--- src/shared/led_seq_defs.svh ---
/*
  Register offsets, field positions, reset values and timing counts of the LED behavior sequencer.
  Assumes inclusion by bare name from a design or bench file; definitions only.
*/
`ifndef LED_SEQ_DEFS_SVH
`define LED_SEQ_DEFS_SVH

// ==========================================================
// register offsets
`define ADDR_LINK 8'h72
`define ADDR_POLARITY 8'h73
`define ADDR_DRIVE 8'h74
`define ADDR_STATUS 8'h75
`define ADDR_BEH_LOW 8'h81
`define ADDR_BEH_HIGH 8'h82
`define ADDR_PULSE_ONCE_PERIOD_FIELD 8'h84
`define ADDR_P2_PER 8'h85
`define ADDR_BR_PER 8'h86
`define ADDR_LED_CFG 8'h88
`define ADDR_DUTY_P1 8'h90
`define ADDR_DUTY_P2 8'h91
`define ADDR_DUTY_BR 8'h92
`define ADDR_DUTY_DR 8'h93

// ==========================================================
// reset values
`define RST_BEH 8'h00
`define RST_PULSE_ONCE_PERIOD_FIELD 8'h20
`define RST_P2_PER 8'h14
`define RST_BR_PER 8'h5D
`define RST_LED_CFG 8'h04
`define RST_DUTY 8'hF0
`define RST_CHAN 6'h00

// ==========================================================
// field positions
`define P1_TRIG_BIT 7
`define PER_MSB 6
`define ONCE_CNT_LSB 0
`define HELD_CNT_LSB 3

// ==========================================================
// timing: one ramp step is 1/512 of a 32 ms period unit
`define PER_UNIT_MS 32
`define STEP_TIME_NS 62500
`define CLK_MHZ 250
`define STEP_CYCLES ((`STEP_TIME_NS * `CLK_MHZ) / 1000)
`define PWM_STEPS 7'd100

`endif

--- src/shared/led_seq_pkg.sv ---
/*
  Types of the LED behavior sequencer: channel states and behavior codes.
  Assumes nothing of its surroundings.
*/
package led_seq_pkg;
  typedef enum logic [1:0] {
    ST_IDLE = 2'b00,
    ST_RUN = 2'b01,
    ST_COUNT = 2'b10
  } chan_state_t;

  typedef enum logic [1:0] {
    BEH_DIRECT = 2'b00,
    BEH_PULSE_ONCE = 2'b01,
    BEH_PULSE_HELD = 2'b10,
    BEH_BREATHE = 2'b11
  } behavior_t;
endpackage

--- src/led_behavior_sequencer.sv ---
/*
  Six-channel LED behavior sequencer: direct, pulse once, pulse while held and breathe,
  actuated by a linked touch flag or by a drive bit, with a PWM output per LED pin.
  Assumes a register master on the same clock, and touch flags from touch logic on the same clock.
*/
`timescale 1ns/1ps
`default_nettype none
`include "led_seq_defs.svh"

module led_behavior_sequencer
  import led_seq_pkg::*;
#(
  parameter int CHANNELS = 6,
  parameter int STEP_CYC = `STEP_CYCLES,
  parameter logic [6:0] MIN_PER_SETTING = 7'h01
) (
  input wire logic CORE_CLK_IN,
  input wire logic SYS_RST_IN,
  input wire logic [7:0] REG_ADDR_IN,
  input wire logic [7:0] REG_WDATA_IN,
  input wire logic REG_WR_IN,
  input wire logic REG_RD_IN,
  output logic [7:0] REG_RDATA_OUT,
  input wire logic [5:0] TOUCH_IN,
  output logic [5:0] LED_OUT
);

  // ==========================================================
  // helpers
  function automatic logic [6:0] max_pct(input logic [3:0] code);
    case (code)
      4'h0: max_pct = 7'd7;
      4'h1: max_pct = 7'd9;
      4'h2: max_pct = 7'd11;
      4'h3: max_pct = 7'd14;
      4'h4: max_pct = 7'd17;
      4'h5: max_pct = 7'd20;
      4'h6: max_pct = 7'd23;
      4'h7: max_pct = 7'd26;
      4'h8: max_pct = 7'd30;
      4'h9: max_pct = 7'd35;
      4'hA: max_pct = 7'd40;
      4'hB: max_pct = 7'd50;
      4'hC: max_pct = 7'd60;
      4'hD: max_pct = 7'd70;
      4'hE: max_pct = 7'd80;
      default: max_pct = 7'd100;
    endcase
  endfunction

  // the min scale is the max scale shifted down by one code
  function automatic logic [6:0] min_pct(input logic [3:0] code);
    min_pct = (code == 4'h0) ? 7'd0 : max_pct(code - 4'h1);
  endfunction

  // ==========================================================
  // registers
  logic [7:0] beh_lo_q, beh_hi_q, pulse_once_period_field_q, p2_per_q, br_per_q, cfg_q;
  logic [7:0] duty_q [4];
  logic [5:0] link_q, pol_q, drive_q;
  logic [7:0] rdata_q;
  logic [5:0] led_q;
  logic [5:0] led_d;
  logic [5:0] busy;
  logic [7:0] rdata_d;

  always_ff @(posedge CORE_CLK_IN) begin
    if (SYS_RST_IN) begin
      beh_lo_q <= `RST_BEH;
      beh_hi_q <= `RST_BEH;
      pulse_once_period_field_q <= `RST_PULSE_ONCE_PERIOD_FIELD;
      p2_per_q <= `RST_P2_PER;
      br_per_q <= `RST_BR_PER;
      cfg_q <= `RST_LED_CFG;
      for (int k = 0; k < 4; k++) begin
        duty_q[k] <= `RST_DUTY;
      end
      link_q <= `RST_CHAN;
      pol_q <= `RST_CHAN;
      drive_q <= `RST_CHAN;
    end else if (REG_WR_IN) begin
      case (REG_ADDR_IN)
        `ADDR_BEH_LOW: beh_lo_q <= REG_WDATA_IN;
        `ADDR_BEH_HIGH: beh_hi_q <= {4'h0, REG_WDATA_IN[3:0]};
        `ADDR_PULSE_ONCE_PERIOD_FIELD: pulse_once_period_field_q <= REG_WDATA_IN;
        `ADDR_P2_PER: p2_per_q <= {1'b0, REG_WDATA_IN[`PER_MSB:0]};
        `ADDR_BR_PER: br_per_q <= {1'b0, REG_WDATA_IN[`PER_MSB:0]};
        `ADDR_LED_CFG: cfg_q <= {2'b00, REG_WDATA_IN[5:0]};
        `ADDR_DUTY_P1: duty_q[0] <= REG_WDATA_IN;
        `ADDR_DUTY_P2: duty_q[1] <= REG_WDATA_IN;
        `ADDR_DUTY_BR: duty_q[2] <= REG_WDATA_IN;
        `ADDR_DUTY_DR: duty_q[3] <= REG_WDATA_IN;
        `ADDR_LINK: link_q <= REG_WDATA_IN[5:0];
        `ADDR_POLARITY: pol_q <= REG_WDATA_IN[5:0];
        `ADDR_DRIVE: drive_q <= REG_WDATA_IN[5:0];
        default: ;
      endcase
    end
  end

  // unmapped offsets read as zero
  always_comb begin
    case (REG_ADDR_IN)
      `ADDR_BEH_LOW: rdata_d = beh_lo_q;
      `ADDR_BEH_HIGH: rdata_d = beh_hi_q;
      `ADDR_PULSE_ONCE_PERIOD_FIELD: rdata_d = pulse_once_period_field_q;
      `ADDR_P2_PER: rdata_d = p2_per_q;
      `ADDR_BR_PER: rdata_d = br_per_q;
      `ADDR_LED_CFG: rdata_d = cfg_q;
      `ADDR_DUTY_P1: rdata_d = duty_q[0];
      `ADDR_DUTY_P2: rdata_d = duty_q[1];
      `ADDR_DUTY_BR: rdata_d = duty_q[2];
      `ADDR_DUTY_DR: rdata_d = duty_q[3];
      `ADDR_LINK: rdata_d = {2'b00, link_q};
      `ADDR_POLARITY: rdata_d = {2'b00, pol_q};
      `ADDR_DRIVE: rdata_d = {2'b00, drive_q};
      `ADDR_STATUS: rdata_d = {2'b00, busy};
      default: rdata_d = 8'h00;
    endcase
  end

  always_ff @(posedge CORE_CLK_IN) begin
    if (SYS_RST_IN) begin
      rdata_q <= 8'h00;
    end else begin
      rdata_q <= REG_RD_IN ? rdata_d : 8'h00;
    end
  end

  // ==========================================================
  // shared timebase: ramp step tick and PWM slot counter
  // counter width follows STEP_CYC, so a longer step cannot wrap early
  localparam int STEP_W = (STEP_CYC > 1) ? $clog2(STEP_CYC) : 1;
  logic [STEP_W-1:0] step_cnt_q;
  logic [6:0] pwm_q;
  wire step_tick = (step_cnt_q == STEP_W'(STEP_CYC - 1));
  wire [11:0] ctl_all = {beh_hi_q[3:0], beh_lo_q};

  always_ff @(posedge CORE_CLK_IN) begin
    if (SYS_RST_IN) begin
      step_cnt_q <= '0;
      pwm_q <= 7'h00;
    end else begin
      step_cnt_q <= step_tick ? '0 : step_cnt_q + STEP_W'(1);
      // one PWM slot per clock: the fastest rate the duty scale allows
      pwm_q <= (pwm_q == `PWM_STEPS - 7'd1) ? 7'h00 : pwm_q + 7'h01;
    end
  end

  // ==========================================================
  // channels
  for (genvar i = 0; i < CHANNELS; i++) begin : g_chan
    chan_state_t st_q, st_d;
    logic src_prev_q;
    logic [8:0] pos_q, pos_d;
    logic [6:0] pre_q, pre_d;
    logic [3:0] left_q, left_d;
    logic [6:0] lat_per_q;
    logic [7:0] lat_duty_q;
    logic go;

    wire behavior_t sel = behavior_t'(ctl_all[2*i +: 2]);
    wire src = link_q[i] ? TOUCH_IN[i] : drive_q[i];
    // the previous level spans link changes, so a dead new source shows as a release
    wire rise = src & ~src_prev_q;
    wire fall = ~src & src_prev_q;
    wire start_once = pulse_once_period_field_q[`P1_TRIG_BIT] ? fall : rise;
    wire [6:0] live_per = (sel == BEH_PULSE_ONCE) ? pulse_once_period_field_q[6:0] :
                          (sel == BEH_PULSE_HELD) ? p2_per_q[6:0] : br_per_q[6:0];
    wire [1:0] duty_idx = (sel == BEH_DIRECT) ? 2'd3 : 2'(sel - 2'd1);
    wire [7:0] live_duty = duty_q[duty_idx];
    wire [2:0] once_cnt = cfg_q[`ONCE_CNT_LSB +: 3];
    wire [2:0] held_cnt = cfg_q[`HELD_CNT_LSB +: 3];
    // direct duty applies live; ramped behaviors of an unlinked channel keep their snapshot
    // an idle channel shows the live minimum, so the snapshot binds only while busy (ST_RUN or ST_COUNT)
    wire frozen = ~link_q[i] & (sel != BEH_DIRECT) & (st_q != ST_IDLE);
    wire [6:0] eff_per = frozen ? lat_per_q : live_per;
    wire [7:0] eff_duty = frozen ? lat_duty_q : live_duty;
    wire [6:0] per = (eff_per < MIN_PER_SETTING) ? MIN_PER_SETTING : eff_per;
    // at or past the end, so a live period cut below the prescaler cannot stretch a step
    wire pre_end = (pre_q >= per - 7'd1);
    wire wrap = step_tick & pre_end & (pos_q == 9'h1FF);
    wire [6:0] dmin = min_pct(eff_duty[3:0]);
    wire [6:0] dmax = max_pct(eff_duty[7:4]);
    wire [6:0] span = (dmax > dmin) ? dmax - dmin : 7'd0;
    wire [7:0] lvl = pos_q[8] ? ~pos_q[7:0] : pos_q[7:0];
    wire [14:0] scaled = span * lvl;
    wire [6:0] ramp = dmin + scaled[14:8];
    wire [6:0] duty_now = (st_q == ST_IDLE) ? dmin :
                          (sel == BEH_DIRECT) ? dmax : ramp;
    wire on = (pwm_q < duty_now);

    // pin level for "on" set by polarity; idle still drives the minimum duty dmin, not a fixed off level
    assign led_d[i] = pol_q[i] ? on : ~on;
    assign busy[i] = (st_q != ST_IDLE);

    always_comb begin
      st_d = st_q;
      left_d = left_q;
      go = 1'b0;
      case (st_q)
        ST_IDLE: begin
          case (sel)
            BEH_DIRECT: begin
              if (rise) begin
                st_d = ST_RUN;
              end
            end
            BEH_PULSE_ONCE: begin
              if (start_once) begin
                st_d = ST_COUNT;
                left_d = {1'b0, once_cnt} + 4'd1;
                go = 1'b1;
              end
            end
            default: begin
              if (rise) begin
                st_d = ST_RUN;
                go = 1'b1;
              end
            end
          endcase
        end
        ST_RUN: begin
          case (sel)
            BEH_PULSE_ONCE: begin
              // select changed under a running channel: finish as a counted pulse train
              st_d = ST_COUNT;
              left_d = {1'b0, once_cnt} + 4'd1;
            end
            BEH_PULSE_HELD: begin
              if (fall) begin
                st_d = ST_COUNT;
                left_d = {1'b0, held_cnt} + 4'd1;
              end
            end
            default: begin
              if (fall) begin
                st_d = ST_IDLE;
              end
            end
          endcase
        end
        ST_COUNT: begin
          if (sel == BEH_DIRECT || sel == BEH_BREATHE) begin
            st_d = src ? ST_RUN : ST_IDLE;
          end else if (sel == BEH_PULSE_HELD && rise) begin
            // a new touch during the tail resumes holding, with a fresh snapshot
            st_d = ST_RUN;
            go = 1'b1;
          end else if (wrap) begin
            // pulse once does not look at the source until the last pulse ends
            if (left_q == 4'd1) begin
              st_d = ST_IDLE;
            end else begin
              left_d = left_q - 4'd1;
            end
          end
        end
        default: st_d = ST_IDLE;
      endcase
    end

    // 512 steps of per step ticks make one pulse of per x 32 ms
    always_comb begin
      pos_d = pos_q;
      pre_d = pre_q;
      if (go || st_q == ST_IDLE) begin
        pos_d = 9'h000;
        pre_d = 7'h00;
      end else if (step_tick) begin
        pre_d = pre_end ? 7'h00 : pre_q + 7'h01;
        pos_d = pre_end ? pos_q + 9'h001 : pos_q;
      end
    end

    always_ff @(posedge CORE_CLK_IN) begin
      if (SYS_RST_IN) begin
        st_q <= ST_IDLE;
        src_prev_q <= 1'b0;
        pos_q <= 9'h000;
        pre_q <= 7'h00;
        left_q <= 4'h0;
        lat_per_q <= 7'h00;
        lat_duty_q <= 8'h00;
      end else begin
        st_q <= st_d;
        src_prev_q <= src;
        pos_q <= pos_d;
        pre_q <= pre_d;
        left_q <= left_d;
        if (go) begin
          lat_per_q <= live_per;
          lat_duty_q <= live_duty;
        end
      end
    end
  end

  // ==========================================================
  // outputs
  // pins come from flops so a decode glitch never reaches an LED
  always_ff @(posedge CORE_CLK_IN) begin
    if (SYS_RST_IN) begin
      led_q <= 6'h00;
    end else begin
      led_q <= led_d;
    end
  end

  assign REG_RDATA_OUT = rdata_q;
  assign LED_OUT = led_q;

endmodule // led_behavior_sequencer

`default_nettype wire

--- config.mk ---
export PLATFORM = sky130hd
export DESIGN_NAME = led_behavior_sequencer
export DESIGN_NICKNAME = d
export VERILOG_FILES = /design/src/shared/led_seq_pkg.sv /design/src/led_behavior_sequencer.sv
export VERILOG_INCLUDE_DIRS = /design/src /design/src/shared
export SDC_FILE = /design/constraint.sdc
export NUM_CORES = 2
export LEC_CHECK = 0
export ABC_AREA = 1
export CORE_MARGIN = 2
export CORE_UTILIZATION = 30
export DETAILED_ROUTE_END_ITERATION = 7
export DONT_BUFFER_PORTS = 1
export GPL_TIMING_DRIVEN = 0
export SYNTH_ARGS = -nofsm -noshare
export SYNTH_HDL_FRONTEND = slang
export SYNTH_SLANG_ARGS = --single-unit
--- constraint.sdc ---
create_clock -name CORE_CLK_IN -period 12.8 [get_ports CORE_CLK_IN]
set_input_delay 2.56 -clock CORE_CLK_IN [delete_from_list [all_inputs] [get_ports CORE_CLK_IN]]
set_output_delay 2.56 -clock CORE_CLK_IN [all_outputs]
set_load 0.01 [all_outputs]
# [Yosys cells after proc, flatten, opt, wreduce, memory -nomap -nowiden]
# Memories as Yosys holds them, arrays and structs flattened.
# Index checks and enable logic that the tools add are counted.
[word_totals] register_bits=321 latchBits=0 mem_bits_rw=32 rom_bits=1344 out_inout_bits=14 wordCells=722 n_memories=13
[classes] n_addsub=52 multipliers=6 div_mod_pow=0 magnitude_cmp=24 eq_ne=136 n_shift=0 muxes=275 n_bitwise=71 n_reduce_logical=90
[memory_table] memory="(no name shown)" words=16 width=7 rd=1 rd_clocked_by_memory_dff=0 wr=0 line_no="led_behavior_sequencer.sv:31" text="case (code)"
[memory_table] memory="(no name shown)" words=16 width=7 rd=1 rd_clocked_by_memory_dff=0 wr=0 line_no="led_behavior_sequencer.sv:31"
[memory_table] memory="(no name shown)" words=16 width=7 rd=1 rd_clocked_by_memory_dff=0 wr=0 line_no="led_behavior_sequencer.sv:31"
[memory_table] memory="(no name shown)" words=16 width=7 rd=1 rd_clocked_by_memory_dff=0 wr=0 line_no="led_behavior_sequencer.sv:31"
[memory_table] memory="(no name shown)" words=16 width=7 rd=1 rd_clocked_by_memory_dff=0 wr=0 line_no="led_behavior_sequencer.sv:31"
[memory_table] memory="(no name shown)" words=16 width=7 rd=1 rd_clocked_by_memory_dff=0 wr=0 line_no="led_behavior_sequencer.sv:31"
[memory_table] memory="+7 memories"
[op_table] op="$mux W7" n=54
[op_table] op="$mux W4" n=42
[op_table] op="$mux W8" n=16
[op_table] op="$mux W2" n=60
[op_table] op="$pmux W8 S14" n=1
[op_table] op="$mul A7 B8 Y15" n=6
[op_table] op="$ne A3 B3 Y1 const B" n=30
[op_table] op="$eq A8 B8 Y1 const B" n=10
[op_table] op="$ne A2 B2 Y1 const B" n=36
[op_table] op="$pmux W4 S3" n=6
[op_table] op="$mux W1" n=66
[op_table] op="$add A9 B1 Y9 const B" n=6
[op_table] op="$eq A9 B9 Y1 const B" n=6
[op_table] op="$reduce_and A9 Y1" n=6
[op_table] op="$add A7 B1 Y7 const B" n=7
[op_table] op="$ne A4 B4 Y1 const B" n=12
[op_table] op="$not A8 Y8" n=6
[op_table] op="$pmux W4 S2" n=6
[op_table] op="$sub A4 B1 Y4 const B" n=12
[op_table] op="$add A7 B7 Y7" n=6
[op_table] op="$ge A7 B7 Y1" n=6
[op_table] op="$gt A7 B7 Y1" n=6
[op_table] op="$lt A7 B1 Y1 const B" n=6
[op_table] op="$lt A7 B7 Y1" n=6
[op_table] op="other kinds (26)" n=236

# [Longest topological paths before layout]
# An unclocked memory read counts as a cell.
[logic_depth] ltp_word=16 mapped_depth=69

# [Worst setup path before layout]
# OpenSTA, ideal clock, no wires.
[synth_path] path_kind="register to register" from="reg beh_lo_q[6]" to="reg led_q[3] (netlist: LED_OUT[3])" setup_ns=0.115 arrival_time_ns=9.600 required_time_ns=12.685 slack_ns=3.085 stages_incl_launch_ff=59 n_path_buf=2 period_less_slack_ns=9.715 cell_sequence="dfxtp_1 inv_2 ha_1 inv_2 nand2_1 buf_2 nand2_1 nand3_1 nand3_1 nand2_2 inv_1 ha_1 nand3_1 nand2_1 clkbuf_1 or2_2 o211ai_1 nand3_1 [23 not listed] a21boi_1 o21ai_0 xor2_1 ha_1 a21o_1 a21oi_1 xor2_1 xor2_1 xnor2_1 nand2_1 a31oi_1 ha_1 nand2_1 nor2_1 a211oi_1 nand3_1 nand2_1 nor2_1"
[synth_between] elab_chain_len=16
[synth_lines] element="start: declaration" line_no="led_behavior_sequencer.sv:58" text="logic [7:0] beh_lo_q, beh_hi_q, pulse_once_period_field_q, p2_per_q, br_per_q, cfg_q;"
[synth_lines] element="start signal: assignment" line_no="led_behavior_sequencer.sv:69" text="beh_lo_q <= `RST_BEH;"
[synth_lines] element="$sub A2 B1 Y2 (tied with other cells)" line_no="led_behavior_sequencer.sv:170" text="wire [1:0] duty_idx = (sel == BEH_DIRECT) ? 2'd3 : 2'(sel - 2'd1);"
[synth_lines] element="$mux W2 / $and A1 B1 Y1 (equally long branches)" line_no="led_behavior_sequencer.sv:170, led_behavior_sequencer.sv:176"
[synth_lines] element="$mem_v2 Z4 W8 / $and A1 B1 Y1 (equally long branches)"
[synth_lines] element="$mux W8" line_no="led_behavior_sequencer.sv:178" text="wire [7:0] eff_duty = frozen ? lat_duty_q : live_duty;"
[synth_lines] element="$sub A4 B1 Y4" line_no="led_behavior_sequencer.sv:53" text="min_pct = (code == 4'h0) ? 7'd0 : max_pct(code - 4'h1);"
[synth_lines] element="$mem_v2 Z16 W7"
[synth_lines] element="$mux W7" line_no="led_behavior_sequencer.sv:53"
[synth_lines] element="$sub A7 B7 Y7 / $gt A7 B7 Y1 (equally long branches)" line_no="led_behavior_sequencer.sv:185" text="wire [6:0] span = (dmax > dmin) ? dmax - dmin : 7'd0;"
[synth_lines] element="$mux W7" line_no="led_behavior_sequencer.sv:185"
[synth_lines] element="$mul A7 B8 Y15" line_no="led_behavior_sequencer.sv:187" text="wire [14:0] scaled = span * lvl;"
[synth_lines] element="$add A7 B7 Y7" line_no="led_behavior_sequencer.sv:188" text="wire [6:0] ramp = dmin + scaled[14:8];"
[synth_lines] element="$mux W7" line_no="led_behavior_sequencer.sv:190" text="(sel == BEH_DIRECT) ? dmax : ramp;"
[synth_lines] element="$mux W7 *" line_no="led_behavior_sequencer.sv:189" text="wire [6:0] duty_now = (st_q == ST_IDLE) ? dmin :"
[synth_lines] element="$lt A7 B7 Y1 *" line_no="led_behavior_sequencer.sv:191" text="wire on = (pwm_q < duty_now);"
[synth_lines] element="$not A1 Y1" line_no="led_behavior_sequencer.sv:194" text="assign led_d[i] = pol_q[i] ? on : ~on;"
[synth_lines] element="$mux W1 *" line_no="led_behavior_sequencer.sv:194"
[synth_lines] element="end signal: assignment" line_no="led_behavior_sequencer.sv:307" text="led_q <= led_d;"
[synth_lines] element="end: declaration" line_no="led_behavior_sequencer.sv:62" text="logic [5:0] led_q;"
# Every way passes the cells marked *; elsewhere a longest branch is shown, timed or not.
# A chain may end at the register's enable or synchronous reset.

# [Worst setup path in the final report]
# Same ends and word-level chain as after synthesis.

==> flow_summary.toml <==
[setup_path]
crit_type = "reg2reg"
cpMostUsedCell = "nand2_1"
arrival_ps = 12070
r2r_slack_ps = 1280
cp-start-kind = "register"
crit_path_end_kind = "register"
worstPathRequired_ps = 13350
slowest_stage = "o21ai_0"
cp_max_fo = 10
cp_slowest_stage_delay_ps = 810

[pwr]
pwr-share-clk_pct = 33.8
p_switching_mw = 1.63
vdd_drop_max_mv = 0.122
powerDensity_nw_per_um2 = 91.4
p_sw_share_pct = 40.4
internal-power_mw = 2.41
combinationalPowerShare_pct = 35.6
power_mw = 4.04
seq_power_share_pct = 30.7
p_leak_nw = 20.3

[layout]
regArea_sq_um = 7390
finalNetCount = 6569
layout-drive-gt1-share_pct = 5.37
fillers = 14494
multi_input_area_sq_um = 29000
final_util_pct = 33.1
areaGrowthSynthToFinish_pct = 9.52

[logic_synthesis]
syn_inst = 5818
synth_cell_types = 74
synth_fa_ha_area_share_pct = 24.2
synth-seq-cells = 353
synth_edf_count = 32
netlist_area_sq_um = 40300
synth_top_family_by_area = "simple AND/OR/NAND/NOR gates"
postSynthAreaPerCell_sq_um = 6.94
synth_top_cell_area_share_pct = 15.9
ys_seq_area_share_pct = 18.3
synth-simple-area-share_pct = 24.7
yosysTopAreaCell = "dfxtp_1"
ys.flop_type = "dfxtp_1"
yosysWarnings = 0
synthTopCellsByArea = "dfxtp_1 (16%), ha_1 (15%), nand2_1 (9.4%)"
synth_xor_area_share_pct = 4.10
synthMuxAreaShare_pct = 0.0496
synth_nets = 6516
synth_compound_area_share_pct = 18.7
async_reset_ff_share_pct = 0

[grt]
met1_usage_pct = 27.5
grt_pass1_vias = 37748
grt_pass1_wl_microns = 220000
grt_use_met2_pct = 31.9
busiest_layer = "met2"
gr-total-overflow = 0
antenna_found_initial = 10
met3_usage_pct = 4.51
grt_util_all_layers_pct = 20.7
grt_max_degree = 14

[timing]
worst_pin_slew_ps = 1470
slew_headroom_pct = 2.13
setup_violations = 0
tns_ps = 0
maxSlewViolCount = 0
hold_viol = 0
skew_ps = 27.4
fin_crit_ps = 11520
rsz0062_at_grt = "no"
layout_worst_path_cycle_share_pct = 90.0
fmax_mhz = 86.8

[floorplan]
placementRows = 134
dieArea_sq_um = 137000
core_area_sq_um = 133000
die_w_microns = 371
start_util_pct = 30.2
fp.dieH_microns = 371
boundaryPins = 40

[min_path]
hold_path.class = "reg2reg"

[route]
vias_per_cell = 5.22
detail_route.wl_per_cell_microns = 18.8
drc_errors = 0
routed_wl_microns = 144000
drt_iter0_markers = 3890
ant_nets = 0
drtPass1Iterations = 8
via_count = 40053

[flow_run]
cap_violations = 0

[clock_network]
holdBufCountCts = 0
ctsLongestPathBuffers = 3
cts_setup_buffers = 0
clkTransAtPathRegs_ps = 70
cts.sinks = 353
h-tree-depth = 2
clock_latency_ps = 650
tritoncts = "yes"
cts-root-buf = "clkbuf_16"
cts_buffers = 46
ctsResizeCount = 0

[placement]
gp_congestion = 1.02
hpwl_microns = 109000
portBuffers = 0

[run_status]
status = "completed"
## layout make-up
class                   instances  area share [%]
well taps                    1768            5.01
inverters                     903            7.69
clock inverters                22           0.606
repair buffers                  5          0.0963
diodes                          7          0.0396
plain buffers                 128            1.45
clock buffers                  59            2.87
multi-input cells            4434            65.5
flip-flops and latches        353            16.7
## metal layers
layer  up-vias  wire length [microns]
met5         -                     71
met4        10                   6710
met3       342                  13600
met2      1417                  61600
met1     18825                  62500
li1      19459                      -
## metrics by stage
step,worst slack [ps],std cells,area (sq um),hold slack [ps]
after floorplan,3080,5818,40300,425
after global placement,1330,7586,42600,434
after detailed placement,1340,7591,42600,439
after CTS,1310,7672,44200,448
after global routing,356,7673,44200,470
final,1280,7679,44200,447
## synth_stat cells, types with 8 or more instances
library cell  instances
dfxtp_1             321
o21ai_0             460
xnor2_1             107
buf_6                14
o211ai_1             89
nand4_1              71
xor2_1               82
o22ai_1              43
ha_1                492
nor2_1              657
o21a_1                8
or2_2                34
buf_2                19
clkinv_1              8
nand2_2              48
o21bai_1             20
fa_1                180
a22oi_1              27
nor4_1               26
a21o_1               16
nand2_1            1011
clkbuf_1             86
nand3_1             261
a21oi_1             421
o31ai_1              15
nand3_2              18
edfxtp_1             32
inv_2                32
a211oi_1             91
o2111ai_1            11
nor3_1               57
nand2_4              14
inv_1               859
a31oi_1              39
o21ai_1              24
nor3b_1              27
## cells by family after synthesis
| logic type | Yosys count |
|---|---|
| AOI/OAI and AO/OA | 1307 |
| xor gates and xnor gates | 189 |
| adders and majority gates | 672 |
| buffers and inverters | 1031 |
| DFF | 353 |
| muxes | 2 |
| and+or+nand+nor | 2264 |
## cell usage in the layout, fill, tap and decap left out, drive strengths merged, types with 8 or more instances in the layout
cell,n
nor3,62
fa,180
clkinv,20
o21ai,492
edfxtp,32
or2,43
buf,45
clkbuf,147
a21o,16
a211oi,91
o21a,8
xor2,82
o21bai,20
nor3b,27
ha,492
dfxtp,321
o31ai,16
inv,898
nand4,74
a21oi,422
o211ai,90
nor2,665
o2111ai,11
nor4,26
nand2,1074
o22ai,43
xnor2,107
a31oi,39
nand3,286
a22oi,27
## worst paths after layout
| kind | from | endpoint | depth (start not counted) |
|---|---|---|---|
| hold reg to reg | g_chan[4].lat_per_q[1] | g_chan[4].lat_per_q[1] | 2 |
| setup / recovery | beh_lo_q[6] | LED_OUT[3] | 54 |
| hold / removal | g_chan[4].lat_per_q[1] | g_chan[4].lat_per_q[1] | 2 |
| setup reg to reg | beh_lo_q[6] | LED_OUT[3] | 54 |
## critical path, delay by kind of cell (launching register included)
kind	cells	cell delay [ps]
DFF	1	420
and+or+nand+nor	16	1600
AOI/OAI and AO/OA	13	3240
adders and majority gates	11	4200
xor gates and xnor gates	5	850
buffers and inverters	9	1080
## flip-flops by register name (all words and copies together) (netlist names), 12 cells and up
name	flops
duty_q	32
g_chan.lat_duty_q	48
g_chan.lat_per_q	42
g_chan.left_q	24
g_chan.pos_q	54
g_chan.pre_q	42
g_chan.st_q	12
step_cnt_q	14
## power groups by stage
| stage | logic (mW) | clock network (mW) | registers [mW] |
|---|---|---|---|
| 3_3_place_gp | 1.40 | 0 | 1.26 |
| 5_1_grt | 1.62 | 1.42 | 1.24 |
| 2_1_floorplan | 1.06 | 0 | 1.22 |
| 3_5_place_dp | 1.41 | 0 | 1.26 |
| 6_report | 1.44 | 1.36 | 1.24 |
| 4_1_cts | 1.42 | 1.39 | 1.23 |
Note: power is estimated with default switching activity, not from simulation.
